===== src/hw/sadm_defs.vh =====
/*
 header of constants for the staged alarm delay manager: timing, configuration
 register layout and state codes.
 assumes a 10 MHz system clock and Avalon-MM register access with 32-bit data.
*/
// Operation
// - stage one, the acknowledgement window, lasts 15 seconds from alarm registration.
// - stage two, the investigation window, lasts 180 seconds after acknowledge.
// - staged alarm from a staged device is recorded but notification held off.
// - staged alarm flashes alarm LED, buzzer continuous, unacknowledged, stage-one countdown.
// - outputs flagged for initial staged alarm activate when the alarm registers.
// - stage one expiring without acknowledge gives full alarm, all outputs on.
// - acknowledge in stage one loads stage two, LED steady, buzzer off, acknowledged.
// - reset before stage two ends clears alarm, otherwise full alarm follows.
// - any further alarm during staged cycle cancels windows and forces full alarm.
// - pull station during either window aborts sequence, all outputs on at once.
// - staged delay works only when enabled by setting, which also bypasses it.
// - during alarm, mass notification or supervisory, other events are kept off display.
// - verification applies to smoke detectors only, system-wide or per device, never pulls.
// - verification never delays alarm actuation more than 60 seconds in total.
// - alarms from devices not under verification actuate outputs without delay.
// - retard-reset-restart interval is at most 30 seconds.
// - smoke at or above threshold when interval ends gives full alarm.
// - below threshold opens 60 second confirmation window; any detector alarm gives full alarm.
// - changing verification configuration needs password authorisation.
// - outputs may be gated to need two or more automatic devices of one zone.
// - verification is refused on detectors in multi-detector or cross-zone gating.
`ifndef SADM_DEFS_VH
`define SADM_DEFS_VH

// ***************************************************************
// timing
// ***************************************************************
`define SADM_CLK_HZ        10000000
`define SADM_ACK_SEC       8'h0F
`define SADM_INV_SEC       8'hB4
`define SADM_RRR_SEC       8'h1E
`define SADM_CONF_SEC      8'h3C
`define SADM_VER_MAX_SEC   8'h3C

// ***************************************************************
// register offsets (word addresses on AVS_ADDRESS_I, one per 32-bit register)
// ***************************************************************
`define SADM_REG_CTRL      4'h0
`define SADM_REG_VERMASK   4'h1
`define SADM_REG_PASMASK   4'h2
`define SADM_REG_MULTMASK  4'h3
`define SADM_REG_PASSKEY   4'h4
`define SADM_REG_STATUS    4'h5
`define SADM_REG_TIME      4'h6
`define SADM_REG_ERROR     4'h7

// control bits
`define SADM_CTRL_PAS_EN   0
`define SADM_CTRL_VER_SYS  1
`define SADM_CTRL_MULT_EN  2
`define SADM_KEY_VALUE     32'h5A5A_1234

// ***************************************************************
// state codes, one-hot
// ***************************************************************
`define SADM_ST_IDLE       6'h01
`define SADM_ST_ACKW       6'h02
`define SADM_ST_INVW       6'h04
`define SADM_ST_RRR        6'h08
`define SADM_ST_CONF       6'h10
`define SADM_ST_FULL       6'h20

`endif


===== src/hw/sadm_core.v =====
/*
 staged alarm delay manager: staged delay, smoke alarm verification and
 two-device zone gating, with an Avalon-MM register slave.
 assumes detector event inputs come from asynchronous pins (synchronised here)
 and keypad strobes are already debounced; one device index per detector.
*/
`timescale 1ns/1ps
`include "sadm_defs.vh"

module sadm_core #(
   parameter NDEV     = 8,                                 // number of detection devices
   parameter TICK_DIV = `SADM_CLK_HZ                       // clock cycles per second
) (
   input  wire            CLK_I,                           // 10 MHz system clock
   input  wire            RESET_N_I,                       // synchronous reset, active low
   input  wire [3:0]      AVS_ADDRESS_I,                   // word address
   input  wire            AVS_READ_I,                      // read strobe
   input  wire            AVS_WRITE_I,                     // write strobe
   input  wire [31:0]     AVS_WRITEDATA_I,                 // write data
   output reg  [31:0]     AVS_READDATA_O,                  // read data
   output wire            AVS_WAITREQUEST_O,               // wait request
   input  wire [NDEV-1:0] DET_ALARM_I,                     // detector alarm level per device
   input  wire            PULL_I,                          // manual pull station active
   input  wire            ACK_KEY_I,                       // acknowledge key level
   input  wire            RESET_KEY_I,                     // panel reset key level
   input  wire            MASS_NOTIFICATION_I,             // mass notification active
   input  wire            SUPERVISORY_I,                   // supervisory condition active
   output reg             ALARM_LED_O,                     // alarm led
   output reg             BUZZER_O,                        // internal buzzer
   output reg             UNACKED_O,                       // new unacknowledged alarm
   output reg             NOTIFY_O,                        // notification and all programmed outputs
   output reg             INITIAL_OUT_O,                   // outputs flagged for initial staged alarm
   output reg             SUPPRESS_OTHERS_O,               // hide other events on display
   output reg  [7:0]      TIME_LEFT_O                      // remaining seconds for display
);

   // ***************************************************************
   // input synchronisers and edge detection
   // ***************************************************************
   localparam NS = NDEV + 5;
   reg  [NS-1:0] sync1_r;
   reg  [NS-1:0] sync2_r;
   reg  [NS-1:0] prev_r;
   wire [NS-1:0] rise = sync2_r & ~prev_r;
   wire [NDEV-1:0] det   = sync2_r[NDEV-1:0];
   wire [NDEV-1:0] det_r = rise[NDEV-1:0];
   wire pull  = sync2_r[NDEV];
   wire ack_p = rise[NDEV+1];
   wire rst_p = rise[NDEV+2];
   wire mn    = sync2_r[NDEV+3];
   wire sup   = sync2_r[NDEV+4];

   // two flops, then a history flop for edges
   always @(posedge CLK_I) begin
      if (!RESET_N_I) begin
         sync1_r <= {NS{1'b0}};
         sync2_r <= {NS{1'b0}};
         prev_r  <= {NS{1'b0}};
      end else begin
         sync1_r <= {SUPERVISORY_I, MASS_NOTIFICATION_I, RESET_KEY_I, ACK_KEY_I, PULL_I, DET_ALARM_I};
         sync2_r <= sync1_r;
         prev_r  <= sync2_r;
      end
   end

   // ***************************************************************
   // one-second tick
   // ***************************************************************
   reg [31:0] div_r;
   wire       tick = (div_r == TICK_DIV - 1);
   always @(posedge CLK_I) begin
      if (!RESET_N_I)
         div_r <= 32'h0000_0000;
      else if (tick)
         div_r <= 32'h0000_0000;
      else
         div_r <= div_r + 32'h0000_0001;
   end

   // ***************************************************************
   // register file
   // ***************************************************************
   reg [2:0]      ctrl_r;
   reg [NDEV-1:0] vermask_r;
   reg [NDEV-1:0] pasmask_r;
   reg [NDEV-1:0] multmask_r;
   reg            unlock_r;
   reg            cfg_err_r;
   wire wr = AVS_WRITE_I;
   wire [NDEV-1:0] wd = AVS_WRITEDATA_I[NDEV-1:0];

   reg            rd_done_r;                               // read data already latched

   // reads wait one cycle so the registered read data stands when waitrequest drops
   assign AVS_WAITREQUEST_O = AVS_READ_I && !rd_done_r;

   // writes; verification settings need the unlock and a clean mask
   always @(posedge CLK_I) begin
      if (!RESET_N_I) begin
         ctrl_r     <= 3'h0;
         vermask_r  <= {NDEV{1'b0}};
         pasmask_r  <= {NDEV{1'b0}};
         multmask_r <= {NDEV{1'b0}};
         unlock_r   <= 1'b0;
         cfg_err_r  <= 1'b0;
      end else if (wr) begin
         case (AVS_ADDRESS_I)
            `SADM_REG_CTRL: begin
               ctrl_r[`SADM_CTRL_PAS_EN]  <= AVS_WRITEDATA_I[`SADM_CTRL_PAS_EN];
               ctrl_r[`SADM_CTRL_MULT_EN] <= AVS_WRITEDATA_I[`SADM_CTRL_MULT_EN];
               if (unlock_r && !(AVS_WRITEDATA_I[`SADM_CTRL_VER_SYS] && (|multmask_r)))
                  ctrl_r[`SADM_CTRL_VER_SYS] <= AVS_WRITEDATA_I[`SADM_CTRL_VER_SYS];
               else if (AVS_WRITEDATA_I[`SADM_CTRL_VER_SYS] != ctrl_r[`SADM_CTRL_VER_SYS])
                  cfg_err_r <= 1'b1;
            end
            `SADM_REG_VERMASK: begin
               if (unlock_r && ((wd & multmask_r) == {NDEV{1'b0}}))
                  vermask_r <= wd;
               else
                  cfg_err_r <= 1'b1;
            end
            `SADM_REG_PASMASK:  pasmask_r <= wd;
            `SADM_REG_MULTMASK: begin
               if ((wd & vermask_r) == {NDEV{1'b0}} && !ctrl_r[`SADM_CTRL_VER_SYS])
                  multmask_r <= wd;
               else
                  cfg_err_r <= 1'b1;
            end
            `SADM_REG_PASSKEY:  unlock_r <= (AVS_WRITEDATA_I == `SADM_KEY_VALUE);
            `SADM_REG_ERROR:    cfg_err_r <= 1'b0;
            default: ;
         endcase
      end
   end

   // ***************************************************************
   // alarm sequencer
   // ***************************************************************
   reg [5:0] state_r;
   reg [7:0] cnt_r;
   reg [NDEV-1:0] seen_r;                                  // devices already registered
   reg [5:0] state_nxt;
   reg [7:0] cnt_nxt;

   wire ver_sys = ctrl_r[`SADM_CTRL_VER_SYS];
   wire [NDEV-1:0] ver_dev = ver_sys ? ~multmask_r : vermask_r;
   wire [NDEV-1:0] new_det = det_r & ~seen_r;
   wire multi_hit = ctrl_r[`SADM_CTRL_MULT_EN] && (cnt2(det & multmask_r) >= 2'd2);
   wire direct    = |(new_det & ~ver_dev & ~pasmask_r & ~multmask_r);
   wire pas_det   = ctrl_r[`SADM_CTRL_PAS_EN] && |(new_det & pasmask_r & ~ver_dev);
   wire ver_det   = |(new_det & ver_dev);
   wire expired   = tick && (cnt_r == 8'h01);

   // saturating count of asserted bits, two means enough
   function [1:0] cnt2;
      input [NDEV-1:0] v;
      integer k;
      begin
         cnt2 = 2'd0;
         for (k = 0; k < NDEV; k = k + 1)
            if (v[k] && cnt2 != 2'd2)
               cnt2 = cnt2 + 2'd1;
      end
   endfunction

   // next state
   always @* begin
      state_nxt = state_r;
      cnt_nxt   = (tick && cnt_r != 8'h00) ? cnt_r - 8'h01 : cnt_r;
      case (state_r)
         `SADM_ST_IDLE: begin
            if (pull || direct || multi_hit || (!ctrl_r[`SADM_CTRL_PAS_EN] && |(new_det & pasmask_r & ~ver_dev))) begin
               state_nxt = `SADM_ST_FULL;
               cnt_nxt   = 8'h00;
            end else if (pas_det) begin
               state_nxt = `SADM_ST_ACKW;
               cnt_nxt   = `SADM_ACK_SEC;
            end else if (ver_det) begin
               state_nxt = `SADM_ST_RRR;
               cnt_nxt   = `SADM_RRR_SEC;
            end
         end
         `SADM_ST_ACKW: begin
            if (pull || |new_det || multi_hit || expired) begin
               state_nxt = `SADM_ST_FULL;
               cnt_nxt   = 8'h00;
            end else if (ack_p) begin
               state_nxt = `SADM_ST_INVW;
               cnt_nxt   = `SADM_INV_SEC;
            end
         end
         `SADM_ST_INVW: begin
            if (pull || |new_det || multi_hit || expired) begin
               state_nxt = `SADM_ST_FULL;
               cnt_nxt   = 8'h00;
            end else if (rst_p) begin
               state_nxt = `SADM_ST_IDLE;
               cnt_nxt   = 8'h00;
            end
         end
         `SADM_ST_RRR: begin
            if (pull || direct || multi_hit) begin
               state_nxt = `SADM_ST_FULL;
               cnt_nxt   = 8'h00;
            end else if (expired) begin
               if (|(det & ver_dev)) begin
                  state_nxt = `SADM_ST_FULL;
                  cnt_nxt   = 8'h00;
               end else begin
                  state_nxt = `SADM_ST_CONF;
                  cnt_nxt   = `SADM_CONF_SEC;
               end
            end
         end
         `SADM_ST_CONF: begin
            if (pull || |det_r || multi_hit) begin
               state_nxt = `SADM_ST_FULL;
               cnt_nxt   = 8'h00;
            end else if (expired) begin
               state_nxt = `SADM_ST_IDLE;
               cnt_nxt   = 8'h00;
            end
         end
         `SADM_ST_FULL: begin
            cnt_nxt = 8'h00;
            if (rst_p)
               state_nxt = `SADM_ST_IDLE;
         end
         default: begin
            state_nxt = `SADM_ST_IDLE;
            cnt_nxt   = 8'h00;
         end
      endcase
   end

   // state, timer and registered-device memory
   always @(posedge CLK_I) begin
      if (!RESET_N_I) begin
         state_r <= `SADM_ST_IDLE;
         cnt_r   <= 8'h00;
         seen_r  <= {NDEV{1'b0}};
      end else begin
         state_r <= state_nxt;
         cnt_r   <= cnt_nxt;
         if (state_nxt == `SADM_ST_IDLE)
            seen_r <= {NDEV{1'b0}};
         else if (state_nxt != `SADM_ST_CONF)
            seen_r <= seen_r | det_r;
      end
   end

   // ***************************************************************
   // outputs and read-back
   // ***************************************************************
   reg [21:0] blink_r;
   always @(posedge CLK_I) begin
      if (!RESET_N_I) begin
         blink_r           <= 22'h00_0000;
         rd_done_r         <= 1'b0;
         ALARM_LED_O       <= 1'b0;
         BUZZER_O          <= 1'b0;
         UNACKED_O         <= 1'b0;
         NOTIFY_O          <= 1'b0;
         INITIAL_OUT_O     <= 1'b0;
         SUPPRESS_OTHERS_O <= 1'b0;
         TIME_LEFT_O       <= 8'h00;
         AVS_READDATA_O    <= 32'h0000_0000;
      end else begin
         if (tick)
            blink_r <= blink_r + 22'h00_0001;
         ALARM_LED_O       <= (state_nxt == `SADM_ST_ACKW) ? blink_r[0] :
                              (state_nxt == `SADM_ST_INVW) || (state_nxt == `SADM_ST_FULL);
         BUZZER_O          <= (state_nxt == `SADM_ST_ACKW) || (state_nxt == `SADM_ST_FULL);
         UNACKED_O         <= (state_nxt == `SADM_ST_ACKW);
         NOTIFY_O          <= (state_nxt == `SADM_ST_FULL);
         INITIAL_OUT_O     <= (state_nxt == `SADM_ST_ACKW) || (state_nxt == `SADM_ST_INVW) ||
                              (state_nxt == `SADM_ST_FULL);
         SUPPRESS_OTHERS_O <= (state_nxt != `SADM_ST_IDLE) || mn || sup;
         TIME_LEFT_O       <= cnt_nxt;
         rd_done_r         <= AVS_READ_I && !rd_done_r;                        // one wait state per read
         if (AVS_READ_I && !rd_done_r) begin
            case (AVS_ADDRESS_I)
               `SADM_REG_CTRL:     AVS_READDATA_O <= {29'h0, ctrl_r};
               `SADM_REG_VERMASK:  AVS_READDATA_O <= {{(32-NDEV){1'b0}}, vermask_r};
               `SADM_REG_PASMASK:  AVS_READDATA_O <= {{(32-NDEV){1'b0}}, pasmask_r};
               `SADM_REG_MULTMASK: AVS_READDATA_O <= {{(32-NDEV){1'b0}}, multmask_r};
               `SADM_REG_PASSKEY:  AVS_READDATA_O <= {31'h0, unlock_r};
               `SADM_REG_STATUS:   AVS_READDATA_O <= {26'h0, state_r};
               `SADM_REG_TIME:     AVS_READDATA_O <= {24'h0, cnt_r};
               `SADM_REG_ERROR:    AVS_READDATA_O <= {31'h0, cfg_err_r};
               default:            AVS_READDATA_O <= 32'h0000_0000;
            endcase
         end
      end
   end

endmodule // sadm_core


===== config.mk =====
export PLATFORM = sky130hd
export DESIGN_NAME = sadm_core
export DESIGN_NICKNAME = d
export VERILOG_FILES = /design/src/hw/sadm_core.v
export VERILOG_INCLUDE_DIRS = /design/src /design/src/hw
export SDC_FILE = /design/constraint.sdc
export NUM_CORES = 1
export LEC_CHECK = 0
export BUFFER_PORTS_ARGS = -buffer_cell sky130_fd_sc_hd__buf_2
export CORE_MARGIN = 4
export CORE_UTILIZATION = 35
export DETAILED_ROUTE_END_ITERATION = 8
export GPL_TIMING_DRIVEN = 1
export PLACE_DENSITY = 0.51
export SLEW_MARGIN = 40
export SYNTH_ARGS = -nofsm -noshare
export SYNTH_HDL_FRONTEND = slang
export SYNTH_SLANG_ARGS = --single-unit

===== constraint.sdc =====
create_clock -name CLK_I -period 7.6 [get_ports CLK_I]
set_clock_uncertainty 0.1 [all_clocks]
set_input_delay 1.52 -clock CLK_I [delete_from_list [all_inputs] [get_ports CLK_I]]
set_output_delay 1.52 -clock CLK_I [all_outputs]
set_load 0.02 [all_outputs]

Word-level counts from Yosys, hierarchy flattened
Index checks and enable logic that the tools add are counted.
- flip-flop bits (word level): 181
- bits of input ports: 53
- output and inout port bits: 47
- add/subtract/negate cells: 10
- magnitude comparators: 1
- eq/ne operators: 34
- multiplexer cells: 43
- bitwise logic cells: 19
- reductions and logical operators: 56
- operators by type and width (kind ; number):
    $mux 8 ; 13
    $and 8x8->8 ; 11
    $mux 6 ; 13
    $pmux 8 s8 ; 1
    $reduce_or 8->1 ; 7
    $pmux 8 s5 ; 1
    $pmux 6 s6 ; 1
    $add 32x1->32 const B ; 1
    $eq 32x24->1 const B ; 1
    $eq 32x31->1 const B ; 1
    $not 8->8 ; 4
    $add 22x1->22 const B ; 1
    $ne 2x2->1 const B ; 11
    $logic_and 1x1->1 ; 17
    $eq 4x3->1 const B ; 4
    $logic_not 8->1 ; 2
    $add 2x1->2 const B ; 7
    $logic_or 1x1->1 ; 14
    $mux 2 ; 7
    $eq 6x1->1 const B ; 2
    $eq 6x2->1 const B ; 2
    $eq 6x3->1 const B ; 2
    $eq 6x6->1 const B ; 2
    $and 11x11->11 ; 1
    23 further kinds ; 37

Logic depth before layout (Yosys ltp)
Gate-level depths: netlist of the first run.
- depth in word-level cells: 32
- depth in mapped cells: 20

Worst setup path before layout of the first run
No wires, ideal clock.
- kind: input port to output port
- start point: in AVS_READ_I
- end point: out AVS_WAITREQUEST_O
- arrival: 2.085 ns
- setup slack: 3.895 ns
- cell stages on the path: 3
- buffers on the path: 1
- cell sequence: nand2b_1 > inv_1 > clkbuf_1
- word-level cells in the longest chain between the ends: 1
- RTL lines (item ; line ; text):
    start, declared ; sadm_core.v:17 ; input wire AVS_READ_I,
    $logic_and 1x1->1 ; sadm_core.v:95 ; assign AVS_WAITREQUEST_O = AVS_READ_I && !rd_done_r;
    end, declared ; sadm_core.v:21 ; output wire AVS_WAITREQUEST_O,
Every way passes these cells.

Final worst setup path of the first run
- start point: reg multmask_r[1]
- end point: reg seen_r[1]
- word-level cells in the longest chain between the ends: 29
- elaborated cells between the ends (all ways): 63
- those cells by class: add/sub: 6; order compare: 1; eq/ne: 8; mux: 18; bitwise: 9; reduce/logical: 21
- RTL lines (item ; line ; text):
    start, declared ; sadm_core.v:86 ; reg [NDEV-1:0] multmask_r;
    start signal, assigned ; sadm_core.v:103 ; multmask_r <= {NDEV{1'b0}};
    start signal, assigned ; sadm_core.v:125 ; multmask_r <= wd;
    parallel branches: the longest is 26 deep, another holds $add 2x1->2 ; n/a ;
    $pmux 6 s6 (*) ; sadm_core.v:170 ; case (state_r)
    $eq 6x1->1 (no source line) ; n/a ;
    $reduce_or 2->1 (no source line) ; n/a ;
    end signal, assigned ; sadm_core.v:241 ; seen_r <= {NDEV{1'b0}};
    end signal, assigned ; sadm_core.v:246 ; seen_r <= {NDEV{1'b0}};
    end signal, assigned ; sadm_core.v:248 ; seen_r <= seen_r | det_r;
    end, declared ; sadm_core.v:141 ; reg [NDEV-1:0] seen_r;
Every way passes the cells marked *.
A chain may end at the register's enable or synchronous reset.

==> results.yml, run 1 <==
power_and_ir_drop:
  internal_power_uw: 1220
  p_total_uw: 1700
  pwr-share-seq_pct: 44.3
  power_frac_comb_pct: 9.3
  p_sw_share_pct: 28.5
  p_switching_uw: 485
  power_frac_clock_pct: 46.3
  pwr_density_cell_nw_per_um2: 209
  ir_worst_vdd_mv: 0.178
  p_leak_uw: 0.00307
synthesis:
  synth_area_per_cell_um2: 8.29
  syn_inst: 854
  synthDistinctLibCells: 72
  yosysSeqAreaShare_pct: 38.2
  synthesis.area_um2: 7080
  yosys_warnings: 0
  synth-edff-count: 0
  synth-seq-cells: 135
  ys_async_sr_fraction_pct: 0
  synthFlopType: "dfxtp_1"
critical_path:
  worstSetupStartpointType: "flop"
  endpoint_kind: "flop"
  regToRegSetupSlack_ns: 3.38
  worstPathRequired_ns: 7.79
  rr_endpoint: "seen_r[1]$_SDFFE_PP0P_"
  worstPathMaxFanout: 9
  path_class: "reg2reg"
  ff2ff_path_depth: 15
  r2r-start: "multmask_r[1]$_SDFFE_PN0P_"
  cp.arrival_ns: 4.41
placement:
  io_buffers: 75
  dp_hpwl_um: 16000
  place.gp.congestion: 0.903
  pre_cts_ws_ns: 3.42
  dp.cells: 1161
worst_hold_path:
  min_to: "sync2_r[9]$_SDFF_PN0_"
  hold_depth: 1
  hp-start: "sync1_r[9]$_SDFF_PN0_"
  hp-class: "reg2reg"
sta:
  final_min_period_over_clock_period_pct: 55.5
  slew_viol_final: 0
  rsz0062_at_grt: "no"
  layout_setup_ws_ns: 3.38
  whs_ns: 0.331
  hold_violations: 0
  fin_crit_ns: 4.22
  max_clock_freq_mhz: 237
  setup_viol: 0
  relSlewSlack_pct: 49.6
  tns_ns: 0
  tightest_slew_ns: 0.754
finish:
  area_growth_pct: 14.9
  diodes: 0
  multi_input_area_um2: 4060
  fin_cells: 1193
  nets: 973
  drive_gt1_share_pct: 15.4
  final_cell_mix: "dfxtp_1, nor2_1, nand2_1"
  seq_area_um2: 2700
  final_common_cell: "dfxtp_1"
  nFillCells: 2050
clocking:
  clock_latency_ns: 0.44
  hold_buffers: 0
  cts_sinks: 135
  cts_tree: "built"
  cts_resized: 0
  htreeDepth: 4
  cts-root-buf: "clkbuf_16"
  clk_path_buf_depth: 2
  post-cts-setup-buffers: 0
  clk_pin_slew_ns: 0.06
  numCtsBuffers: 17
status:
  status: "complete, no violations"
routing:
  routedWlPerCell_um: 17.9
  ant_nets: 0
  drtIter0Drc: 680
  finalWirelength_um: 21400
  drt_first_pass_iters: 6
  avgViaCountPerCell: 5.42
  route.detailed.drc: 0
  num_vias: 6471
floorplanning:
  rows: 51
  die_y_um: 150
  ios: 100
  chipWidth_um: 150
  initial_utilization_pct: 36.0
  die-area_um2: 22600
  core_um2: 19700
grt:
  grt_pass1_wl_um: 33600
  grt_usage_pct: 19.4
  grt.overflow.total: 0
  antenna_found_initial: 0
  grt_pass1_vias: 6092
  grt_start_max_net_pins: 52
run:
  maxCapViolCount: 0
==> metal layers <==
metal,up-vias,share of wire [%],wire length (µm),GRT usage [%]
li1,3167,-,-,-
met1,2979,46,9880,27.1
met2,267,42,9070,28.2
met3,58,7.8,1670,4.46
met4,0,3.6,766,9.01
met5,-,0,0,0
==> power groups by stage <==
stage                     Clock, µW  Sequential (µW)  Combinational (µW)
after detailed placement          0              770                 158
after floorplan                   0              768                 108
final                           788              754                 159
after global placement            0              771                 159
after global routing            833              757                 173
after CTS                       806              754                 158
==> metrics by stage <==
step                      instance area, µm²  util [%]
final                                   8130      41.4
after global placement                  7560      38.5
after floorplan                         7170         -
after global routing                    8130      41.4
after detailed placement                7570      38.5
after CTS                               8130      41.4
==> worst max-delay path, cell delays in order (launching register included) <==
cell	delay, ns
dfxtp_1	0.51
nand2_1	0.09
ha_1	0.38
and3b_1	0.21
mux2i_1	0.23
o31ai_1	0.13
o211ai_1	0.34
nor2_1	0.07
a221o_1	0.26
o21ai_0	0.08
ha_1	0.19
nor2_1	0.07
o32ai_1	0.43
nor2_1	0.19
nor4_4	0.65
a211oi_2	0.15
==> registers in the layout, indices dropped and copies added (netlist names), 10 cells and up <==
register and flops:
div_r 32, prev_r 10, sync1_r 13, sync2_r 13
==> cell type report <==
cell class              instances  share of cell area, %
multi-input cells             662                   49.9
flip-flops and latches        135                   33.2
clock buffers                  18                   5.28
repair buffers                 80                   5.11
well taps                     265                   4.08
clock inverters                14                   1.57
inverters                      19                  0.877
==> cells by family (layout without fill, tap and decap cells) <==
logic type               Yosys count  after routing  synth area share, %
multiplexers                      19             19                 2.88
AO/OA/AOI/OAI                    190            190                 18.0
flip-flops                       135            135                 38.2
XOR/XNOR                          34             34                 4.21
buffers and inverters             80            131                 6.04
adder cells (fa/ha/maj)            5              5                0.884
AND/OR/NAND/NOR                  390            390                 29.8
other                              1             24               0.0530
==> cell usage after synthesis, drive strengths merged (15+ instances only) <==
cell type  instances  area (µm²)
nand3             29         145
nor4              15         109
a211oi            16         160
o21ai             51         255
nor2             100         375
mux2i             17         170
a21oi             52         264
buf               34         255
inv               19        71.3
clkbuf            27         101
nand2             75         282
nand4             19         119
and2              39         244
dfxtp            135        2700
xor2              27         236
a31oi             16         100
nor2b             28         175
==> worst max path at each step <==
stage,from,end,cells past startpoint
floorplan,AVS_READ_I,AVS_WAITREQUEST_O,3
CTS,multmask_r[1]$_SDFFE_PN0P_,seen_r[2]$_SDFFE_PP0P_,15
global placement,multmask_r[1]$_SDFFE_PN0P_,seen_r[3]$_SDFFE_PP0P_,16
detailed placement,multmask_r[1]$_SDFFE_PN0P_,seen_r[1]$_SDFFE_PP0P_,16
global route,multmask_r[0]$_SDFFE_PN0P_,seen_r[4]$_SDFFE_PP0P_,15
finish,multmask_r[1]$_SDFFE_PN0P_,seen_r[1]$_SDFFE_PP0P_,15
Power figures use the tool's default switching activity.
==> inputs of run 2 (changes only) <==
Settings changed: PLACE_DENSITY 0.51 to 0.53.
Clock period 7.6 ns to 3.6 ns, I/O delays scaled along.
==> results.yml, run 2 (synthesis gave the netlist of run 1 again) <==
sta:
  relSlewSlack_pct: 51.2
  fin_crit_ns: 3.64
  final_min_period_over_clock_period_pct: 101
  layout_setup_ws_ns: -0.0391
  tightest_slew_ns: 0.727
  hold_violations: 0
  setup_viol: 10
  rsz0062_at_grt: "yes"
  max_clock_freq_mhz: 275
  slew_viol_final: 0
critical_path:
  endpoint_kind: "flop"
  worstPathMaxFanout: 5
  path_class: "reg2reg"
  critPathMaxStageDelay_ns: 0.39
  cp_common_cell: "a2111oi_4"
  path_cells: "nand2_2 -> ha_4 -> nand4_1 -> a2111oi_4 -> a31oi_1 -> o211ai_1 -> nor2_1 -> a221o_1 -> o21ai_1 -> ha_2 -> nor2_4 -> o32a_4 -> buf_6 -> a2111oi_4 -> or4_4 -> a211oi_2"
  worstPathRequired_ns: 3.81
  cp_num_buf_inv: 1
  cp.arrival_ns: 3.85
  crit_family: "compound AO/OA/AOI/OAI gates"
  worstSetupStartpointType: "flop"
  cp_slowest_cell: "a2111oi_4"
finish:
  nFillCells: 1948
  drive_gt1_share_pct: 21.6
  final_cell_mix: "dfxtp_1, nor2_1, buf_2"
  postLayoutCellArea_um2: 8680
  largest-register: "div_r"
  final_common_cell: "dfxtp_1"
  reg.largest.list: "div_r: 32 flops, sync1_r: 13 flops, sync2_r: 13 flops"
  largest_reg_flops: 32
  nets: 1016
  fin_util_pct: 44.1
  area_growth_pct: 22.5
  diodes: 0
placement:
  io_buffers: 75
  placed_area_um2: 7840
  dp_hpwl_um: 16300
  place.gp.congestion: 0.972
clocking:
  htreeDepth: 4
  clk_path_buf_depth: 2
  cts_sinks: 135
  numCtsBuffers: 17
  clk_pin_slew_ns: 0.06
  hold_buffers: 0
  cts_tree: "built"
  clock_latency_ns: 0.43
  cts-root-buf: "clkbuf_16"
run:
  maxCapViolCount: 0
power_and_ir_drop:
  ir_worst_vdd_mv: 0.296
  p_switching_uw: 1040
  p_total_uw: 3770
  p_leak_uw: 0.00335
  pwr-share-seq_pct: 42.1
  internal_power_uw: 2740
  power_frac_comb_pct: 10.0
  pwr_density_cell_nw_per_um2: 435
  power_frac_clock_pct: 47.9
  p_sw_share_pct: 27.5
routing:
  avgViaCountPerCell: 5.47
  drtIter0Drc: 566
  routedWlPerCell_um: 17.8
  drt_first_pass_iters: 7
  finalWirelength_um: 22000
  num_vias: 6767
  ant_nets: 0
  route.detailed.drc: 0
grt:
  grt_pass1_vias: 6161
  grt_pass1_wl_um: 34300
  grt_start_max_net_pins: 40
  grt_usage_pct: 19.5
  grt.overflow.total: 0
  antenna_found_initial: 1
floorplanning:
  die-area_um2: 22600
  die_y_um: 150
  rows: 51
  core_um2: 19700
  chipWidth_um: 150
  ios: 100
  initial_utilization_pct: 36.0
worst_hold_path:
  hp-class: "reg2reg"
status:
  violations: "negative setup slack"
  status: "finished, violations left"
run 2: cell count changes in the layout (fill, tap and decap cells not counted), moves of 3 or more:
cell	change
a21oi_1	-6
a211oi_2	+3
a21oi_2	+4
nand2_1	-4
dfxtp_2	+3
nand2_2	+4
buf_4	+40
dfxtp_1	-3
a211oi_1	-4
run 2: power groups by stage:
| stage | registers (µW) | logic (µW) | clock network (µW) |
|---|---|---|---|
| after global placement | 1620 | 353 | 0 |
| after CTS | 1590 | 363 | 1850 |
| after detailed placement | 1620 | 353 | 0 |
| after global routing | 1590 | 409 | 1920 |
| after floorplan | 1620 | 228 | 0 |
| final | 1590 | 377 | 1810 |
run 2: worst paths after layout:
check	startpoint	endpoint	slack, ns	cells past startpoint
worst max register to register	multmask_r[0]$_SDFFE_PN0P_	seen_r[4]$_SDFFE_PP0P_	-0.04	16
worst min-delay path	sync1_r[8]$_SDFF_PN0_	sync2_r[8]$_SDFF_PN0_	0.33	1
worst max-delay path	multmask_r[0]$_SDFFE_PN0P_	seen_r[4]$_SDFFE_PP0P_	-0.04	16
worst min register to register	sync1_r[8]$_SDFF_PN0_	sync2_r[8]$_SDFF_PN0_	0.33	1
run 2: area by class of cell:
| cell class | instances | area [µm²] | area share (%) |
|---|---|---|---|
| multi-input cells | 663 | 4220 | 48.7 |
| flip-flops and latches | 135 | 2710 | 31.2 |
| repair buffers | 122 | 732 | 8.44 |
| clock buffers | 17 | 425 | 4.90 |
| well taps | 265 | 332 | 3.82 |
| clock inverters | 15 | 183 | 2.11 |
| inverters | 19 | 73.8 | 0.851 |
run 2: repair_timing:
action | in CTS | in global routing
endpoints found under the hold margin | 0 | 0
endpoints found under the setup margin | 19 | 24
resized for setup | 17 | 23
setup buffers | 2 | 4
pin swaps | 8 | 21
cloned | 1 | 0
run 2: layer usage:
layer	up-vias	GRT usage [%]	wire [µm]
met5	-	0	0
met1	3209	27.7	10300
li1	3258	-	-
met4	0	5.81	427
met2	267	29.0	9610
met3	33	5.27	1640
run 2: stage by stage:
stage	hold slack [ns]	setup WS [ns]	TNS, ns	cells
floorplan	0.312	0.00778	0	877
global placement	0.316	-0.0433	-0.298	1197
detailed placement	0.318	-0.166	-1.50	1197
CTS	0.333	0.00679	0	1232
global route	0.340	-0.193	-2.31	1236
finish	0.332	-0.0391	-0.249	1236
